<file path="config.mk">
export PLATFORM = sky130hd
export DESIGN_NAME = fph_top
export DESIGN_NICKNAME = d
export VERILOG_FILES = /design/src/rtl/fph_pkg.sv /design/src/rtl/fph_top.sv
export SDC_FILE = /design/constraint.sdc
export NUM_CORES = 1
export LEC_CHECK = 0
export BUFFER_PORTS_ARGS = -buffer_cell sky130_fd_sc_hd__buf_2
export CELL_PAD_IN_SITES_DETAIL_PLACEMENT = 0
export CELL_PAD_IN_SITES_GLOBAL_PLACEMENT = 1
export CORE_MARGIN = 4
export CORE_UTILIZATION = 45
export DETAILED_ROUTE_END_ITERATION = 16
export PLACE_DENSITY_LB_ADDON = 0.1
export RECOVER_POWER = 50
export SYNTH_ARGS = -nofsm -noshare
export SYNTH_HDL_FRONTEND = slang
export SYNTH_SLANG_ARGS = --single-unit
export TNS_END_PERCENT = 30
</file>
<file path="constraint.sdc">
create_clock -name clk_sys_in -period 6.1 [get_ports clk_sys_in]
set_input_delay 1.22 -clock clk_sys_in [delete_from_list [all_inputs] [get_ports clk_sys_in]]
set_output_delay 1.22 -clock clk_sys_in [all_outputs]
set_load 0.02 [all_outputs]
</file>
<file path="src/rtl/fph_pkg.sv">
// Package of constants and types for the flash protection and pause block.
package fph_pkg;
  // Wishbone register byte addresses.
  localparam logic [7:0] ADDR_STATUS = 8'h00;
  localparam logic [7:0] ADDR_LOCK = 8'h04;
  localparam logic [7:0] ADDR_CMD = 8'h08;
  localparam logic [7:0] ADDR_TARGET = 8'h0C;
  localparam logic [7:0] ADDR_LINK = 8'h10;
  // Status register field positions.
  localparam int SR_BUSY = 0;
  localparam int SR_LATCH = 1;
  localparam int SR_LVL_LSB = 2;
  localparam int SR_LOW = 5;
  localparam int SR_SWL = 7;
  localparam logic [7:0] SR_WR_MASK = 8'hBC;
  // Command field layout.
  localparam int CMD_OP_LSB = 0;
  localparam int CMD_DATA_LSB = 8;
  // Link status field layout.
  localparam int LK_ACCEPT = 0;
  localparam int LK_REFUSE = 1;
  localparam int LK_PAUSED = 2;
  localparam int LK_SELECTED = 3;
  localparam int LK_BITS_LSB = 4;
  localparam int LK_RXB_LSB = 8;
  // Array geometry.
  localparam int ADDR_W = 21;
  localparam int SECT_N = 32;
  localparam int SECT_W = 5;
  localparam int SUBS_W = 12;
  localparam int SECT_OFS_W = 16;
  localparam int PAGE_W = 8;
  localparam int ARRAY_BYTES = 2097152;
  localparam int SUBSECT_N = 512;
  localparam int PAGE_N = 8192;
  localparam int OTP_BYTES = 64;
  localparam logic [20:0] ADDR_TOP = 21'h1FFFFF;
  localparam logic [20:0] SUBS_MASK = 21'h1FF000;
  localparam logic [20:0] SECT_MASK = 21'h1F0000;
  localparam logic [7:0] ERASED_BYTE = 8'hFF;
  localparam logic [2:0] LVL_NONE = 3'h0;
  localparam logic [2:0] LVL_ALL = 3'h6;
  localparam logic [2:0] BIT_LAST = 3'h7;
  // Internal cycle length minus one, in system clock cycles.
  localparam logic [15:0] BUSY_CYCLES = 16'h0040;
  // Array span encodings.
  localparam logic [1:0] SPAN_BYTE = 2'h0;
  localparam logic [1:0] SPAN_SUBS = 2'h1;
  localparam logic [1:0] SPAN_SECT = 2'h2;
  localparam logic [1:0] SPAN_ALL = 2'h3;
  // Operation codes written to the command register.
  typedef enum logic [2:0] {
    OP_NONE = 3'b000, OP_WREN = 3'b001, OP_WRDI = 3'b010, OP_PROG = 3'b011,
    OP_SSE = 3'b100, OP_SE = 3'b101, OP_BE = 3'b110, OP_RSV = 3'b111
  } fph_op_t;
  // Internal cycle states.
  typedef enum logic [1:0] {
    CYC_IDLE = 2'b00, CYC_STAT = 2'b01, CYC_ARRAY = 2'b10
  } fph_cyc_t;
  // Serial link states.
  typedef enum logic [1:0] {
    LINK_IDLE = 2'b00, LINK_ACTIVE = 2'b01, LINK_PAUSED = 2'b10
  } fph_link_t;
endpackage

</file>
<file path="src/rtl/fph_top.sv">
// Write protection, sector range decode and serial pause logic of a serial flash.
//
// Contract
// Write-protect pin freezes status register.
// Whole-array erase only with protect level zero.
// Low bit 0: codes 1-5 protect top sectors.
// Low bit 1: codes 1-5 protect bottom sectors.
// Codes 6 and 7 protect all 32 sectors.
// Pause keeps current bit position.
// Pause never aborts a running internal cycle.
// Master selects device before pausing.
// Pause starts when clock low after falling pause.
// Pause ends when clock low after rising pause.
// Paused: output floats, input and clock ignored.
// Paused and selected: interface state kept.
// Deselect while paused resets interface logic.
// Master releases pause before reselecting.
// Program only clears bits within a page.
// Erase sets bits; subsector, sector or all.
// Array is 2,097,152 bytes, 32 sectors.
// 512 subsectors of 4KB.
// 8,192 aligned pages of 256 bytes.
// 64 one-time bytes outside main array.
// Sector and subsector address ranges are aligned.
// Sector lock bit makes modifications fail.
// Modifying commands need write latch set.
// Protected target discarded, no internal cycle.
// Decoder compares upper five address bits.
`timescale 1ns/10ps
`default_nettype none
module fph_top (
  input wire logic clk_sys_in, // System clock, 50 MHz.
  input wire logic rst_n_in, // Asynchronous active-low reset.
  input wire logic wb_cyc_in, // Wishbone cycle.
  input wire logic wb_stb_in, // Wishbone strobe.
  input wire logic wb_we_in, // Wishbone write enable.
  input wire logic [7:0] wb_adr_in, // Wishbone byte address.
  input wire logic [3:0] wb_sel_in, // Wishbone byte selects.
  input wire logic [31:0] wb_dat_in, // Wishbone write data.
  output logic [31:0] wb_dat_out, // Wishbone read data.
  output logic wb_ack_out, // Wishbone acknowledge.
  input wire logic select_n_in, // Serial select pin, active low.
  input wire logic sclk_in, // Serial clock pin.
  input wire logic serial_in, // Serial data input pin.
  input wire logic pause_n_in, // Pause pin, active low.
  input wire logic write_protect_n_in, // Write-protect pin, active low.
  output logic serial_out, // Serial data output.
  output logic serial_out_oe_out, // Output enable for serial_out.
  input wire logic [7:0] arr_rdata_in, // Current array byte at arr_addr_out.
  output logic arr_start_out, // One-cycle start of an array cycle.
  output logic [1:0] arr_span_out, // Span of the array cycle.
  output logic [20:0] arr_addr_out, // Aligned array address.
  output logic [7:0] arr_wdata_out // Byte to store for a program.
);

  // ************************************************************
  // Reset release and pin synchronisers
  // ************************************************************

  logic rst_s1_r;
  logic rst_n_r;
  logic [4:0] pin_s1_r;
  logic [4:0] pin_s2_r;
  logic sclk_prev_r;

  // Reset is released through two flip-flops.
  always_ff @(posedge clk_sys_in or negedge rst_n_in)
  begin
    if (!rst_n_in)
    begin
      rst_s1_r <= 1'b0;
      rst_n_r <= 1'b0;
    end
    else
    begin
      rst_s1_r <= 1'b1;
      rst_n_r <= rst_s1_r;
    end
  end

  // Each pin passes two flip-flops before any logic reads it.
  always_ff @(posedge clk_sys_in or negedge rst_n_r)
  begin
    if (!rst_n_r)
    begin
      pin_s1_r <= 5'h19;
      pin_s2_r <= 5'h19;
      sclk_prev_r <= 1'b0;
    end
    else
    begin
      pin_s1_r <= {write_protect_n_in, pause_n_in, serial_in, sclk_in, select_n_in};
      pin_s2_r <= pin_s1_r;
      sclk_prev_r <= pin_s2_r[1];
    end
  end

  logic sel_n;
  logic sclk;
  logic sin;
  logic pause_n;
  logic wp_on;
  logic sclk_rise;
  logic sclk_fall;
  // Synchronised pin views and clock edges.
  assign sel_n = pin_s2_r[0];
  assign sclk = pin_s2_r[1];
  assign sin = pin_s2_r[2];
  assign pause_n = pin_s2_r[3];
  assign wp_on = !pin_s2_r[4];
  assign sclk_rise = sclk && !sclk_prev_r;
  assign sclk_fall = !sclk && sclk_prev_r;

  // ************************************************************
  // Protected range decode
  // ************************************************************

  // True when the sector lies in the range chosen by level and low bit.
  function automatic logic prot_hit(input logic [4:0] sect, input logic [2:0] lvl,
                                    input logic low);
    logic [5:0] span;
    span = 6'h0;
    if (lvl >= fph_pkg::LVL_ALL)
      prot_hit = 1'b1;
    else if (lvl == fph_pkg::LVL_NONE)
      prot_hit = 1'b0;
    else
    begin
      span = 6'h1 << (lvl - 3'h1);
      if (low)
        prot_hit = {1'b0, sect} < span;
      else
        prot_hit = {1'b0, sect} >= (6'h20 - span);
    end
  endfunction

  // ************************************************************
  // Status, lock and command registers
  // ************************************************************

  logic [2:0] protect_level_r;
  logic protect_low_r;
  logic status_write_lock_r;
  logic write_latch_r;
  logic [31:0] sector_lock_r;
  logic [20:0] target_r;
  logic accept_r;
  logic refuse_r;
  fph_pkg::fph_cyc_t cyc_r;
  logic [15:0] busy_cnt_r;
  logic busy;
  logic wb_req;
  logic wr_status;
  logic wr_cmd;
  logic sr_ok;
  fph_pkg::fph_op_t op;
  logic [7:0] prog_byte;
  logic [4:0] tgt_sect;
  logic modify;
  logic blocked;
  logic go;
  logic [7:0] status_byte;

  assign busy = (cyc_r != fph_pkg::CYC_IDLE);
  assign wb_req = wb_cyc_in && wb_stb_in && !wb_ack_out;
  assign wr_status = wb_req && wb_we_in && wb_sel_in[0] && (wb_adr_in == fph_pkg::ADDR_STATUS);
  assign wr_cmd = wb_req && wb_we_in && wb_sel_in[0] && (wb_adr_in == fph_pkg::ADDR_CMD);
  // Status write needs latch, idle array and the protect pin released.
  assign sr_ok = wr_status && write_latch_r && !busy && !wp_on;
  assign op = fph_pkg::fph_op_t'(wb_dat_in[fph_pkg::CMD_OP_LSB +: 3]);
  assign prog_byte = wb_dat_in[fph_pkg::CMD_DATA_LSB +: 8];
  assign tgt_sect = target_r[fph_pkg::ADDR_W-1 -: fph_pkg::SECT_W];
  assign modify = (op == fph_pkg::OP_PROG) || (op == fph_pkg::OP_SSE) ||
                  (op == fph_pkg::OP_SE) || (op == fph_pkg::OP_BE);
  // Refusal reasons for a modifying command.
  always_comb
  begin
    blocked = busy || !write_latch_r;
    if (op == fph_pkg::OP_BE)
      blocked = blocked || (protect_level_r != fph_pkg::LVL_NONE) ||
                (sector_lock_r != 32'h0);
    else
      blocked = blocked || prot_hit(tgt_sect, protect_level_r, protect_low_r) ||
                sector_lock_r[tgt_sect];
  end
  assign go = wr_cmd && modify && !blocked;
  assign status_byte = {status_write_lock_r, 1'b0, protect_low_r, protect_level_r,
                        write_latch_r, busy};

  // Status bits and write latch.
  always_ff @(posedge clk_sys_in or negedge rst_n_r)
  begin
    if (!rst_n_r)
    begin
      protect_level_r <= 3'h0;
      protect_low_r <= 1'b0;
      status_write_lock_r <= 1'b0;
      write_latch_r <= 1'b0;
    end
    else
    begin
      if (sr_ok)
      begin
        protect_level_r <= wb_dat_in[fph_pkg::SR_LVL_LSB +: 3];
        protect_low_r <= wb_dat_in[fph_pkg::SR_LOW];
        status_write_lock_r <= wb_dat_in[fph_pkg::SR_SWL];
      end
      if (wr_cmd && (op == fph_pkg::OP_WREN) && !busy)
        write_latch_r <= 1'b1;
      else if ((wr_cmd && (op == fph_pkg::OP_WRDI) && !busy) ||
               (busy && (busy_cnt_r == 16'h0)))
        write_latch_r <= 1'b0;
    end
  end

  // Sector locks, target address and result flags.
  always_ff @(posedge clk_sys_in or negedge rst_n_r)
  begin
    if (!rst_n_r)
    begin
      sector_lock_r <= 32'h0;
      target_r <= 21'h0;
      accept_r <= 1'b0;
      refuse_r <= 1'b0;
    end
    else
    begin
      if (wb_req && wb_we_in && (wb_adr_in == fph_pkg::ADDR_LOCK))
        for (int b = 0; b < 4; b++)
          if (wb_sel_in[b])
            sector_lock_r[b*8 +: 8] <= wb_dat_in[b*8 +: 8];
      // The upper lane keeps only the sector bits, so no target leaves the main array.
      if (wb_req && wb_we_in && (wb_adr_in == fph_pkg::ADDR_TARGET))
      begin
        for (int b = 0; b < 2; b++)
          if (wb_sel_in[b])
            target_r[b*8 +: 8] <= wb_dat_in[b*8 +: 8];
        if (wb_sel_in[2])
          target_r[fph_pkg::ADDR_W-1:fph_pkg::SECT_OFS_W] <=
            wb_dat_in[fph_pkg::ADDR_W-1:fph_pkg::SECT_OFS_W];
      end
      if (wr_cmd && modify)
      begin
        accept_r <= !blocked;
        refuse_r <= blocked;
      end
    end
  end

  // ************************************************************
  // Internal cycle and array requests
  // ************************************************************

  // The cycle counts on the system clock and never looks at pause.
  always_ff @(posedge clk_sys_in or negedge rst_n_r)
  begin
    if (!rst_n_r)
    begin
      cyc_r <= fph_pkg::CYC_IDLE;
      busy_cnt_r <= 16'h0;
    end
    else
    begin
      case (cyc_r)
        fph_pkg::CYC_IDLE:
        begin
          busy_cnt_r <= fph_pkg::BUSY_CYCLES;
          if (sr_ok)
            cyc_r <= fph_pkg::CYC_STAT;
          else if (go)
            cyc_r <= fph_pkg::CYC_ARRAY;
        end
        fph_pkg::CYC_STAT, fph_pkg::CYC_ARRAY:
        begin
          busy_cnt_r <= busy_cnt_r - 16'h1;
          if (busy_cnt_r == 16'h0)
            cyc_r <= fph_pkg::CYC_IDLE;
        end
        default:
          cyc_r <= fph_pkg::CYC_IDLE;
      endcase
    end
  end

  // Array request: program clears bits, erase sets them over an aligned span.
  always_ff @(posedge clk_sys_in or negedge rst_n_r)
  begin
    if (!rst_n_r)
    begin
      arr_start_out <= 1'b0;
      arr_span_out <= fph_pkg::SPAN_BYTE;
      arr_addr_out <= 21'h0;
      arr_wdata_out <= fph_pkg::ERASED_BYTE;
    end
    else
    begin
      arr_start_out <= go;
      if (go)
      begin
        case (op)
          fph_pkg::OP_PROG:
          begin
            arr_span_out <= fph_pkg::SPAN_BYTE;
            arr_addr_out <= target_r;
            arr_wdata_out <= arr_rdata_in & prog_byte;
          end
          fph_pkg::OP_SSE:
          begin
            arr_span_out <= fph_pkg::SPAN_SUBS;
            arr_addr_out <= target_r & fph_pkg::SUBS_MASK;
            arr_wdata_out <= fph_pkg::ERASED_BYTE;
          end
          fph_pkg::OP_SE:
          begin
            arr_span_out <= fph_pkg::SPAN_SECT;
            arr_addr_out <= target_r & fph_pkg::SECT_MASK;
            arr_wdata_out <= fph_pkg::ERASED_BYTE;
          end
          default:
          begin
            arr_span_out <= fph_pkg::SPAN_ALL;
            arr_addr_out <= 21'h0;
            arr_wdata_out <= fph_pkg::ERASED_BYTE;
          end
        endcase
      end
    end
  end

  // ************************************************************
  // Serial link with pause
  // ************************************************************

  fph_pkg::fph_link_t link_r;
  logic [2:0] bit_cnt_r;
  logic [7:0] rx_shift_r;
  logic [7:0] rx_byte_r;
  logic paused;
  logic live;

  assign paused = (link_r == fph_pkg::LINK_PAUSED);
  assign live = (link_r == fph_pkg::LINK_ACTIVE);

  // Link state: pause is entered, and released back to active, only while the clock is low; deselect leaves it at once.
  always_ff @(posedge clk_sys_in or negedge rst_n_r)
  begin
    if (!rst_n_r)
      link_r <= fph_pkg::LINK_IDLE;
    else
    begin
      case (link_r)
        fph_pkg::LINK_IDLE:
          if (!sel_n && pause_n)
            link_r <= fph_pkg::LINK_ACTIVE;
        fph_pkg::LINK_ACTIVE:
          if (sel_n)
            link_r <= fph_pkg::LINK_IDLE;
          else if (!pause_n && !sclk)
            link_r <= fph_pkg::LINK_PAUSED;
        fph_pkg::LINK_PAUSED:
          if (sel_n)
            link_r <= fph_pkg::LINK_IDLE;
          else if (pause_n && !sclk)
            link_r <= fph_pkg::LINK_ACTIVE;
        default:
          link_r <= fph_pkg::LINK_IDLE;
      endcase
    end
  end

  // Bit shifting runs only while active; pausing freezes it in place.
  always_ff @(posedge clk_sys_in or negedge rst_n_r)
  begin
    if (!rst_n_r)
    begin
      bit_cnt_r <= 3'h0;
      rx_shift_r <= 8'h0;
      rx_byte_r <= 8'h0;
      serial_out <= 1'b0;
    end
    else if (link_r == fph_pkg::LINK_IDLE)
    begin
      bit_cnt_r <= 3'h0;
      rx_shift_r <= 8'h0;
      serial_out <= status_byte[fph_pkg::BIT_LAST];
    end
    else if (live)
    begin
      if (sclk_rise)
      begin
        rx_shift_r <= {rx_shift_r[6:0], sin};
        bit_cnt_r <= bit_cnt_r + 3'h1;
        if (bit_cnt_r == fph_pkg::BIT_LAST)
          rx_byte_r <= {rx_shift_r[6:0], sin};
      end
      if (sclk_fall)
        serial_out <= status_byte[fph_pkg::BIT_LAST - bit_cnt_r];
    end
  end

  // Output floats while paused or deselected.
  assign serial_out_oe_out = live;

  // ************************************************************
  // Wishbone answer
  // ************************************************************

  // One wait state: ack and read data one edge after the request.
  always_ff @(posedge clk_sys_in or negedge rst_n_r)
  begin
    if (!rst_n_r)
    begin
      wb_ack_out <= 1'b0;
      wb_dat_out <= 32'h0;
    end
    else
    begin
      wb_ack_out <= wb_req;
      if (wb_req && !wb_we_in)
      begin
        case (wb_adr_in)
          fph_pkg::ADDR_STATUS: wb_dat_out <= {24'h0, status_byte};
          fph_pkg::ADDR_LOCK: wb_dat_out <= sector_lock_r;
          fph_pkg::ADDR_TARGET: wb_dat_out <= {11'h0, target_r};
          fph_pkg::ADDR_LINK: wb_dat_out <= {16'h0, rx_byte_r, 1'b0, bit_cnt_r,
                                            !sel_n, paused, refuse_r, accept_r};
          default: wb_dat_out <= 32'h0;
        endcase
      end
    end
  end

  // ************************************************************
  // Checks
  // ************************************************************

  a_wp_freeze: assert property (@(posedge clk_sys_in) disable iff (!rst_n_r)
    wp_on && $stable(wp_on) |=> $stable(protect_level_r) && $stable(status_write_lock_r))
    else $error("Status bits changed while write protect held.");
  a_bulk_gate: assert property (@(posedge clk_sys_in) disable iff (!rst_n_r)
    arr_start_out && arr_span_out == fph_pkg::SPAN_ALL |-> $past(protect_level_r) == 3'h0)
    else $error("Bulk erase started with nonzero protect level.");
  a_top_range: assert property (@(posedge clk_sys_in) disable iff (!rst_n_r)
    go && op == fph_pkg::OP_SE && !protect_low_r && protect_level_r == 3'h5
    |-> tgt_sect < 5'h10)
    else $error("Erase allowed in protected upper half.");
  a_low_range: assert property (@(posedge clk_sys_in) disable iff (!rst_n_r)
    go && op != fph_pkg::OP_BE && protect_low_r && protect_level_r == 3'h1
    |-> tgt_sect != 5'h0)
    else $error("Modification allowed in protected sector zero.");
  a_all_range: assert property (@(posedge clk_sys_in) disable iff (!rst_n_r)
    protect_level_r >= 3'h6 |-> !go)
    else $error("Array cycle started with all sectors protected.");
  a_pause_hold: assert property (@(posedge clk_sys_in) disable iff (!rst_n_r)
    paused && $past(paused) |-> $stable(bit_cnt_r) && $stable(rx_shift_r))
    else $error("Interface state moved during pause.");
  a_pause_entry: assert property (@(posedge clk_sys_in) disable iff (!rst_n_r)
    live && !sel_n && !pause_n && !sclk |=> paused)
    else $error("Pause not entered with clock low.");
  a_pause_float: assert property (@(posedge clk_sys_in) disable iff (!rst_n_r)
    paused |-> !serial_out_oe_out)
    else $error("Output driven during pause.");
  a_busy_runs: assert property (@(posedge clk_sys_in) disable iff (!rst_n_r)
    busy && busy_cnt_r != 16'h0 |=> busy && busy_cnt_r == $past(busy_cnt_r) - 16'h1)
    else $error("Internal cycle stalled or aborted.");
  a_latch_need: assert property (@(posedge clk_sys_in) disable iff (!rst_n_r)
    arr_start_out |-> $past(write_latch_r))
    else $error("Array cycle without write latch.");
  a_deselect_rst: assert property (@(posedge clk_sys_in) disable iff (!rst_n_r)
    paused && sel_n |=> link_r == fph_pkg::LINK_IDLE ##1 bit_cnt_r == 3'h0)
    else $error("Deselect in pause did not reset interface.");
  c_pause_resume: cover property (@(posedge clk_sys_in) disable iff (!rst_n_r)
    paused ##1 live);
  c_refused: cover property (@(posedge clk_sys_in) disable iff (!rst_n_r)
    wr_cmd && modify && blocked);
  c_erase: cover property (@(posedge clk_sys_in) disable iff (!rst_n_r)
    arr_start_out && arr_span_out == fph_pkg::SPAN_SECT);
  c_pause_busy: cover property (@(posedge clk_sys_in) disable iff (!rst_n_r)
    paused && busy);

endmodule // fph_top
`default_nettype wire

</file>
== Word level (Yosys, flattened, before mapping) ==
Cells that the tools add are included.
W data, S select, Z words.
Word-level totals
  output and inout port bits: 67
  bits in registers: 178
Cells by class
  $add $sub $neg: 5
  bitwise gates (word level): 2
  equal/unequal tests: 20
  reduce and logical (&&, ||, !) cells: 68
  $lt $le $gt $ge: 5
  shift-type cells: 1
  muxes and demuxes: 35
Operators by type and width (number)
  $pmux W32 S4: 1
  $pmux W21 S3: 1
  $pmux W16 S2: 1
  $reduce_bool A32 Y1: 1
  $logic_and A1 B1 Y1: 24
  $mux W7: 3
  $reduce_and A2 Y1: 10
  $eq A8 B4 Y1 const B: 2
  $logic_not A16 Y1: 1
  $mux W2: 8
  $sub A16 B1 Y16 const B: 1
  $eq A3 B3 Y1 const B: 4
  $mux W1: 12
  $pmux W2 S3: 2
  $reduce_bool A2 Y1: 6
  $logic_not A1 Y1: 9
  $logic_or A1 B1 Y1: 9
  $mux W3: 3
  $and A8 B8 Y8: 1
  $eq A8 B3 Y1 const B: 1
  $eq A8 B5 Y1 const B: 1
  $logic_not A8 Y1: 1
  $mux W8: 1
  $eq A3 B2 Y1 const B: 2
  other kinds (27): 31

== Logic depth before layout (Yosys ltp) ==
  depth in word-level cells: 16
  mapped depth: 13
  gate-level depth less buffers: 12

== Worst setup path before layout ==
OpenSTA, ideal clock, no wires.
  path type: input-to-reg
  start point: in wb_dat_in[2]
  end point: reg arr_span_out[0]
  buffers on the path: 2
  arrival: 3.372 ns
  cell stages on the path: 8
  setup slack: 2.600 ns
  cell sequence: clkbuf_1 -> and3b_1 -> nand4_1 -> or3_1 -> o2111a_1 -> a2111oi_4 -> buf_6 -> mux2_1
On the way
  longest elaborated chain between the ends: 6
  elaborated cells between the ends (all ways): 12
  classes of those cells: eq/ne (4); mux (2); reduce/logical (6)
Ends and longest elaborated chain
  start: declaration: RTL line fph_top.sv:39  | input wire logic [31:0] wb_dat_in,
  $eq A3 B2 Y1 / $eq A3 B3 Y1 (equally long branches): RTL line fph_top.sv:173, fph_top.sv:300
  $logic_or A1 B1 Y1 (2 in series): RTL line fph_top.sv:173  | assign modify = (op == fph_pkg::OP_PROG) || (op == fph_pkg::OP_SSE) ||
  $logic_or A1 B1 Y1: RTL line fph_top.sv:174  | (op == fph_pkg::OP_SE) || (op == fph_pkg::OP_BE);
  $logic_and A1 B1 Y1 (2 in series): RTL line fph_top.sv:186  | assign go = wr_cmd && modify && !blocked;
  end signal: assignment: RTL line fph_top.sv:291  | arr_span_out <= fph_pkg::SPAN_BYTE;
  end signal: assignment: RTL line fph_top.sv:303  | arr_span_out <= fph_pkg::SPAN_BYTE;
  end signal: assignment: RTL line fph_top.sv:309  | arr_span_out <= fph_pkg::SPAN_SUBS;
  end: declaration: RTL line fph_top.sv:51  | output logic [1:0] arr_span_out,
Several ways; a longest one is shown, not always the timed one.
A chain may end at the register's enable or synchronous reset.

== Final worst setup path ==
  start point: reg protect_level_r[1]
  end point: reg arr_span_out[0]
On the way
  longest elaborated chain between the ends: 13
  elaborated cells between the ends (all ways): 19
  classes of those cells: add/sub (2); order compare (3); shift (1); mux (5); reduce/logical (8)
Ends and longest elaborated chain
  start: declaration: RTL line fph_top.sv:141  | logic [2:0] protect_level_r;
  start signal: assignment: RTL line fph_top.sv:204  | protect_level_r <= wb_dat_in[fph_pkg::SR_LVL_LSB +: 3];
  $sub A3 B1 Y3: RTL line fph_top.sv:129  | span = 6'h1 << (lvl - 3'h1);
  $shl A1 B3 Y6: RTL line fph_top.sv:129
  $sub A6 B6 Y6: RTL line fph_top.sv:133  | prot_hit = {1'b0, sect} >= (6'h20 - span);
  $ge A5 B6 Y1: RTL line fph_top.sv:133
  $mux W1: RTL line fph_top.sv:130  | if (low)
  $mux W1: RTL line fph_top.sv:125  | else if (lvl == fph_pkg::LVL_NONE)
  $mux W1: RTL line fph_top.sv:123  | if (lvl >= fph_pkg::LVL_ALL)
  $mux W1: RTL line fph_top.sv:179  | if (op == fph_pkg::OP_BE)
  $logic_or A1 B1 Y1 (2 in series): RTL line fph_top.sv:183  | blocked = blocked || prot_hit(tgt_sect, protect_level_r, protect_low_r) ||
  $mux W1 (*): RTL line fph_top.sv:179
  $logic_not A1 Y1 (*): RTL line fph_top.sv:186
  $logic_and A1 B1 Y1 (*): RTL line fph_top.sv:186
Mark *: on every way between the ends. The rest lies on a longest branch, timed or not. The select of a mux whose other input is x is not followed.

==> flow_metrics.env <==
export IMPL_status="complete, but fails checks"
export IMPL_violations="max-capacitance violations, max-slew violations"
export IMPL_io_pins=129
export IMPL_hp_start="pin_s1_r[1]$_DFF_PN0_"
export IMPL_clkLatencyLatePin_ns=0.43
export IMPL_cts_tree="built"
export IMPL_design_core_area_um2=18000
export IMPL_ys_ff_latch=178
export IMPL_internal_power_uw=1840
export IMPL_hold_violations=0
export IMPL_grt_total_usage=0.219
export IMPL_maxCapViolations=1
export IMPL_hold_buffers=0
export IMPL_skew_ns=0.0112
export IMPL_critPathLaunch="protect_level_r[1]$_DFFE_PN0P_"
export IMPL_min_period_ns=3.82
export IMPL_drc_errors=0
export IMPL_grt_overflow=0
export IMPL_synth_area_um2=8270
export IMPL_synth_edff_count=0
export IMPL_utilization=0.541
export IMPL_vias_per_cell=5.66
export IMPL_ctsResizeCount=0
export IMPL_required_ns=6.41
export IMPL_cp_end_kind="flip-flop"
export IMPL_grt_pass1_vias=6358
export IMPL_antenna_found_initial=0
export IMPL_fin_nets=929
export IMPL_yosysSeqAreaShare=0.541
export IMPL_synth_largest_area_cell="dfrtp_1"
export IMPL_leakagePower_uw=0.00468
export IMPL_min_path_cells=0
export IMPL_swShare=0.238
export IMPL_cts_reportedPaths_clkPinSlew_ns=0.07
export IMPL_routed_wirelength_um=21900
export IMPL_grt_pass1_wl_um=34900
export IMPL_drv_slew=66
export IMPL_drt_first_pass_iters=5
export IMPL_power_frac_comb=0.035
export IMPL_numPortBuffers=128
export IMPL_startpoint_type="flip-flop"
export IMPL_num_rows=49
export IMPL_gp_congestion=0.839
export IMPL_clk_path_buf_depth=2
export IMPL_numClockSinks=178
export IMPL_synth_nets=804
export IMPL_drt_wirelength_per_cell_um=20.0
export IMPL_arrival_ns=4.13
export IMPL_syn_avg_cell_area_um2=11.4
export IMPL_tns_ns=0
export IMPL_reg2reg_depth=13
export IMPL_fin_crit_sh=0.626
export IMPL_drive_gt1_frac=0.307
export IMPL_seqPwrFrac=0.500
export IMPL_ant_nets=0
export IMPL_setup_viol=0
export IMPL_num_vias=6193
export IMPL_rsz0062_at_grt="false"
export IMPL_ys_warn_count=0
export IMPL_die_area_um2=20600
export IMPL_critPathKind="flip-flop to flip-flop"
export IMPL_syn_instance_count=728
export IMPL_relSlewSlack=-0.833
export IMPL_p_per_area_nw_per_um2=248
export IMPL_cts_buffers_inserted=17
export IMPL_dp_hpwl_um=15800
export IMPL_htreeDepth=4
export IMPL_die_width_um=144
export IMPL_async_reset_ff_frac=1.00
export IMPL_r2r_start="protect_level_r[1]$_DFFE_PN0P_"
export IMPL_drtIter0Drc=389
export IMPL_max_freq_ghz=0.262
export IMPL_synth_ff_type="dfrtp_1"
export IMPL_cts_root_buf="clkbuf_16"
export IMPL_hold_path_class="flip-flop to flip-flop"
export IMPL_synthTopCellsByArea="dfrtp_1 50%, mux2_2 9.9%, nand2_1 5.0%"
export IMPL_post_cts_setup_buffers=0
export IMPL_pwr_share_clk=0.465
export IMPL_synth_top_area_frac=0.497
export IMPL_power_uw=2420
export IMPL_synth_cell_types=57
export IMPL_initial_core_util=0.459
export IMPL_cp_max_fo=26
export IMPL_worstMarginPinSlew_ns=2.75
export IMPL_area_growth_pct=18.0
export IMPL_die_y_um=144
export IMPL_grt_max_degree=112
export IMPL_switchingPower_uw=576
export IMPL_peakVddDrop_mv=0.286
export IMPL_diodes=0
-- cells by family (layout without fill, tap and decap cells) --
| family | Yosys count | after routing | share of synthesized area |
|---|---|---|---|
| mux | 114 | 114 | 0.163 |
| simple gates | 219 | 219 | 0.125 |
| flops | 178 | 178 | 0.541 |
| xor+xnor | 12 | 12 | 0.0127 |
| buf+inv | 60 | 198 | 0.0292 |
| compound gates | 130 | 130 | 0.107 |
| fa+ha+maj | 14 | 14 | 0.0212 |
| other cells | 1 | 1 | 0.000454 |
-- worst paths after layout --
check / end / slack, ns
hold reg to reg: pin_s2_r[1]$_DFF_PN0_ / 0.35
hold / removal: pin_s2_r[1]$_DFF_PN0_ / 0.35
min in group asynchronous: rst_s1_r$_DFF_PN0_ / 0.56
setup / recovery: arr_span_out[0]$_DFFE_PN0P_ / 2.28
max in group asynchronous: target_r[9]$_DFFE_PN0P_ / 3.34
setup reg to reg: arr_span_out[0]$_DFFE_PN0P_ / 2.28
-- synthesized netlist by cell type (5+ instances only) --
cell type and n:
a21o_1 8, a21oi_1 23, a222oi_1 5, a22o_1 19, a22oi_1 10, clkbuf_1 25, dfrtp_1 164, dfstp_2 14
ha_1 14, inv_1 30, mux2_2 73, mux2i_1 29, mux4_2 9, nand2_1 111, nand2b_1 11, nand3_1 8
nor2_1 30, nor2b_1 5, nor3_1 6, nor4_1 14, o21ai_0 44, xnor2_1 6, xor2_1 6
-- metal layers --
metal | global-route usage | up-vias | wire (um)
met3 | 0.0469 | 23 | 1220
met4 | 0.0535 | 0 | 339
met1 | 0.295 | 3119 | 9510
met2 | 0.365 | 187 | 10800
met5 | 0 | - | 0
li1 | - | 2864 | -
-- area by class of cell --
| class | instances | area (um^2) |
|---|---|---|
| Sequential cell | 178 | 4470 |
| Clock inverter | 14 | 174 |
| Multi-Input combinational cell | 490 | 3570 |
| Fill cell | 1629 | 8270 |
| Timing Repair Buffer | 136 | 711 |
| Tap cell | 229 | 287 |
| Clock buffer | 18 | 429 |
| Inverter | 30 | 113 |
-- power groups by stage --
stage	sequential, uW	combinational, uW	clock, uW
after global placement	1230	83.9	0
after CTS	1210	86.3	1150
after floorplan	1240	31.2	0
after detailed placement	1230	86.1	0
final	1210	84.9	1120
after global routing	1210	95.6	1200
-- critical path, cell delays in order, from the launching register on --
cell	delay [ns]
dfrtp_1	0.58
inv_1	0.17
or3_1	0.41
ha_1	0.25
nand3_1	0.07
o21ai_0	0.09
ha_1	0.30
a211oi_1	0.29
o211ai_1	0.16
o21ai_0	0.10
and4b_1	0.27
a2111oi_4	0.19
buf_4	0.43
mux2_1	0.37
-- cells in the final DEF (no fill, tap or decap), types with 3 or more instances in the layout --
cell       netlist  routed
a22oi_1         10      10
nor2_1          30      30
nand3_1          8       8
dfstp_2         14      14
mux2i_1         29      29
nor2b_1          5       5
nand2_1        111     111
xnor2_1          6       6
nor4_1          14      12
nand3b_1         3       3
xor2_1           6       6
buf_2            1     126
ha_1            14      14
a21o_1           8       8
mux2_1           3       3
nor3b_1          3       3
clkbuf_1        25       3
clkbuf_16        0      17
dfrtp_1        164     164
a21oi_1         23      23
mux2_2          73      73
nand2b_1        11      11
inv_6            0       5
and4b_1          3       3
o21ai_0         44      44
or3_1            4       4
inv_1           30      30
o21a_1           3       3
mux4_2           9       9
buf_4            2       7
and3_1           4       4
nand4_1          4       4
nor3_1           6       6
or4_1            3       3
a22o_1          19      19
a222oi_1         5       5
-- metrics by stage --
stage	cell area [um^2]	hold slack, ns	cells	worst slack [ns]
6_report	9760	0.351	1095	2.28
5_1_grt	9760	0.359	1095	2.01
4_1_cts	9760	0.355	1095	2.33
3_5_place_dp	9160	0.337	1063	1.94
3_3_place_gp	9160	0.335	1063	2.02
2_1_floorplan	8270	0.331	728	0.797
-- sequential cells by signal, summed over array words and instances, names as in the netlist, 5 cells and up --
name           count
rx_byte_r          8
target_r          21
rx_shift_r         7
pin_s1_r           5
busy_cnt_r        16
wb_dat_out        32
sector_lock_r     32
pin_s2_r           5
arr_addr_out      21
arr_wdata_out      8
Power figures use the tool's default switching activity.
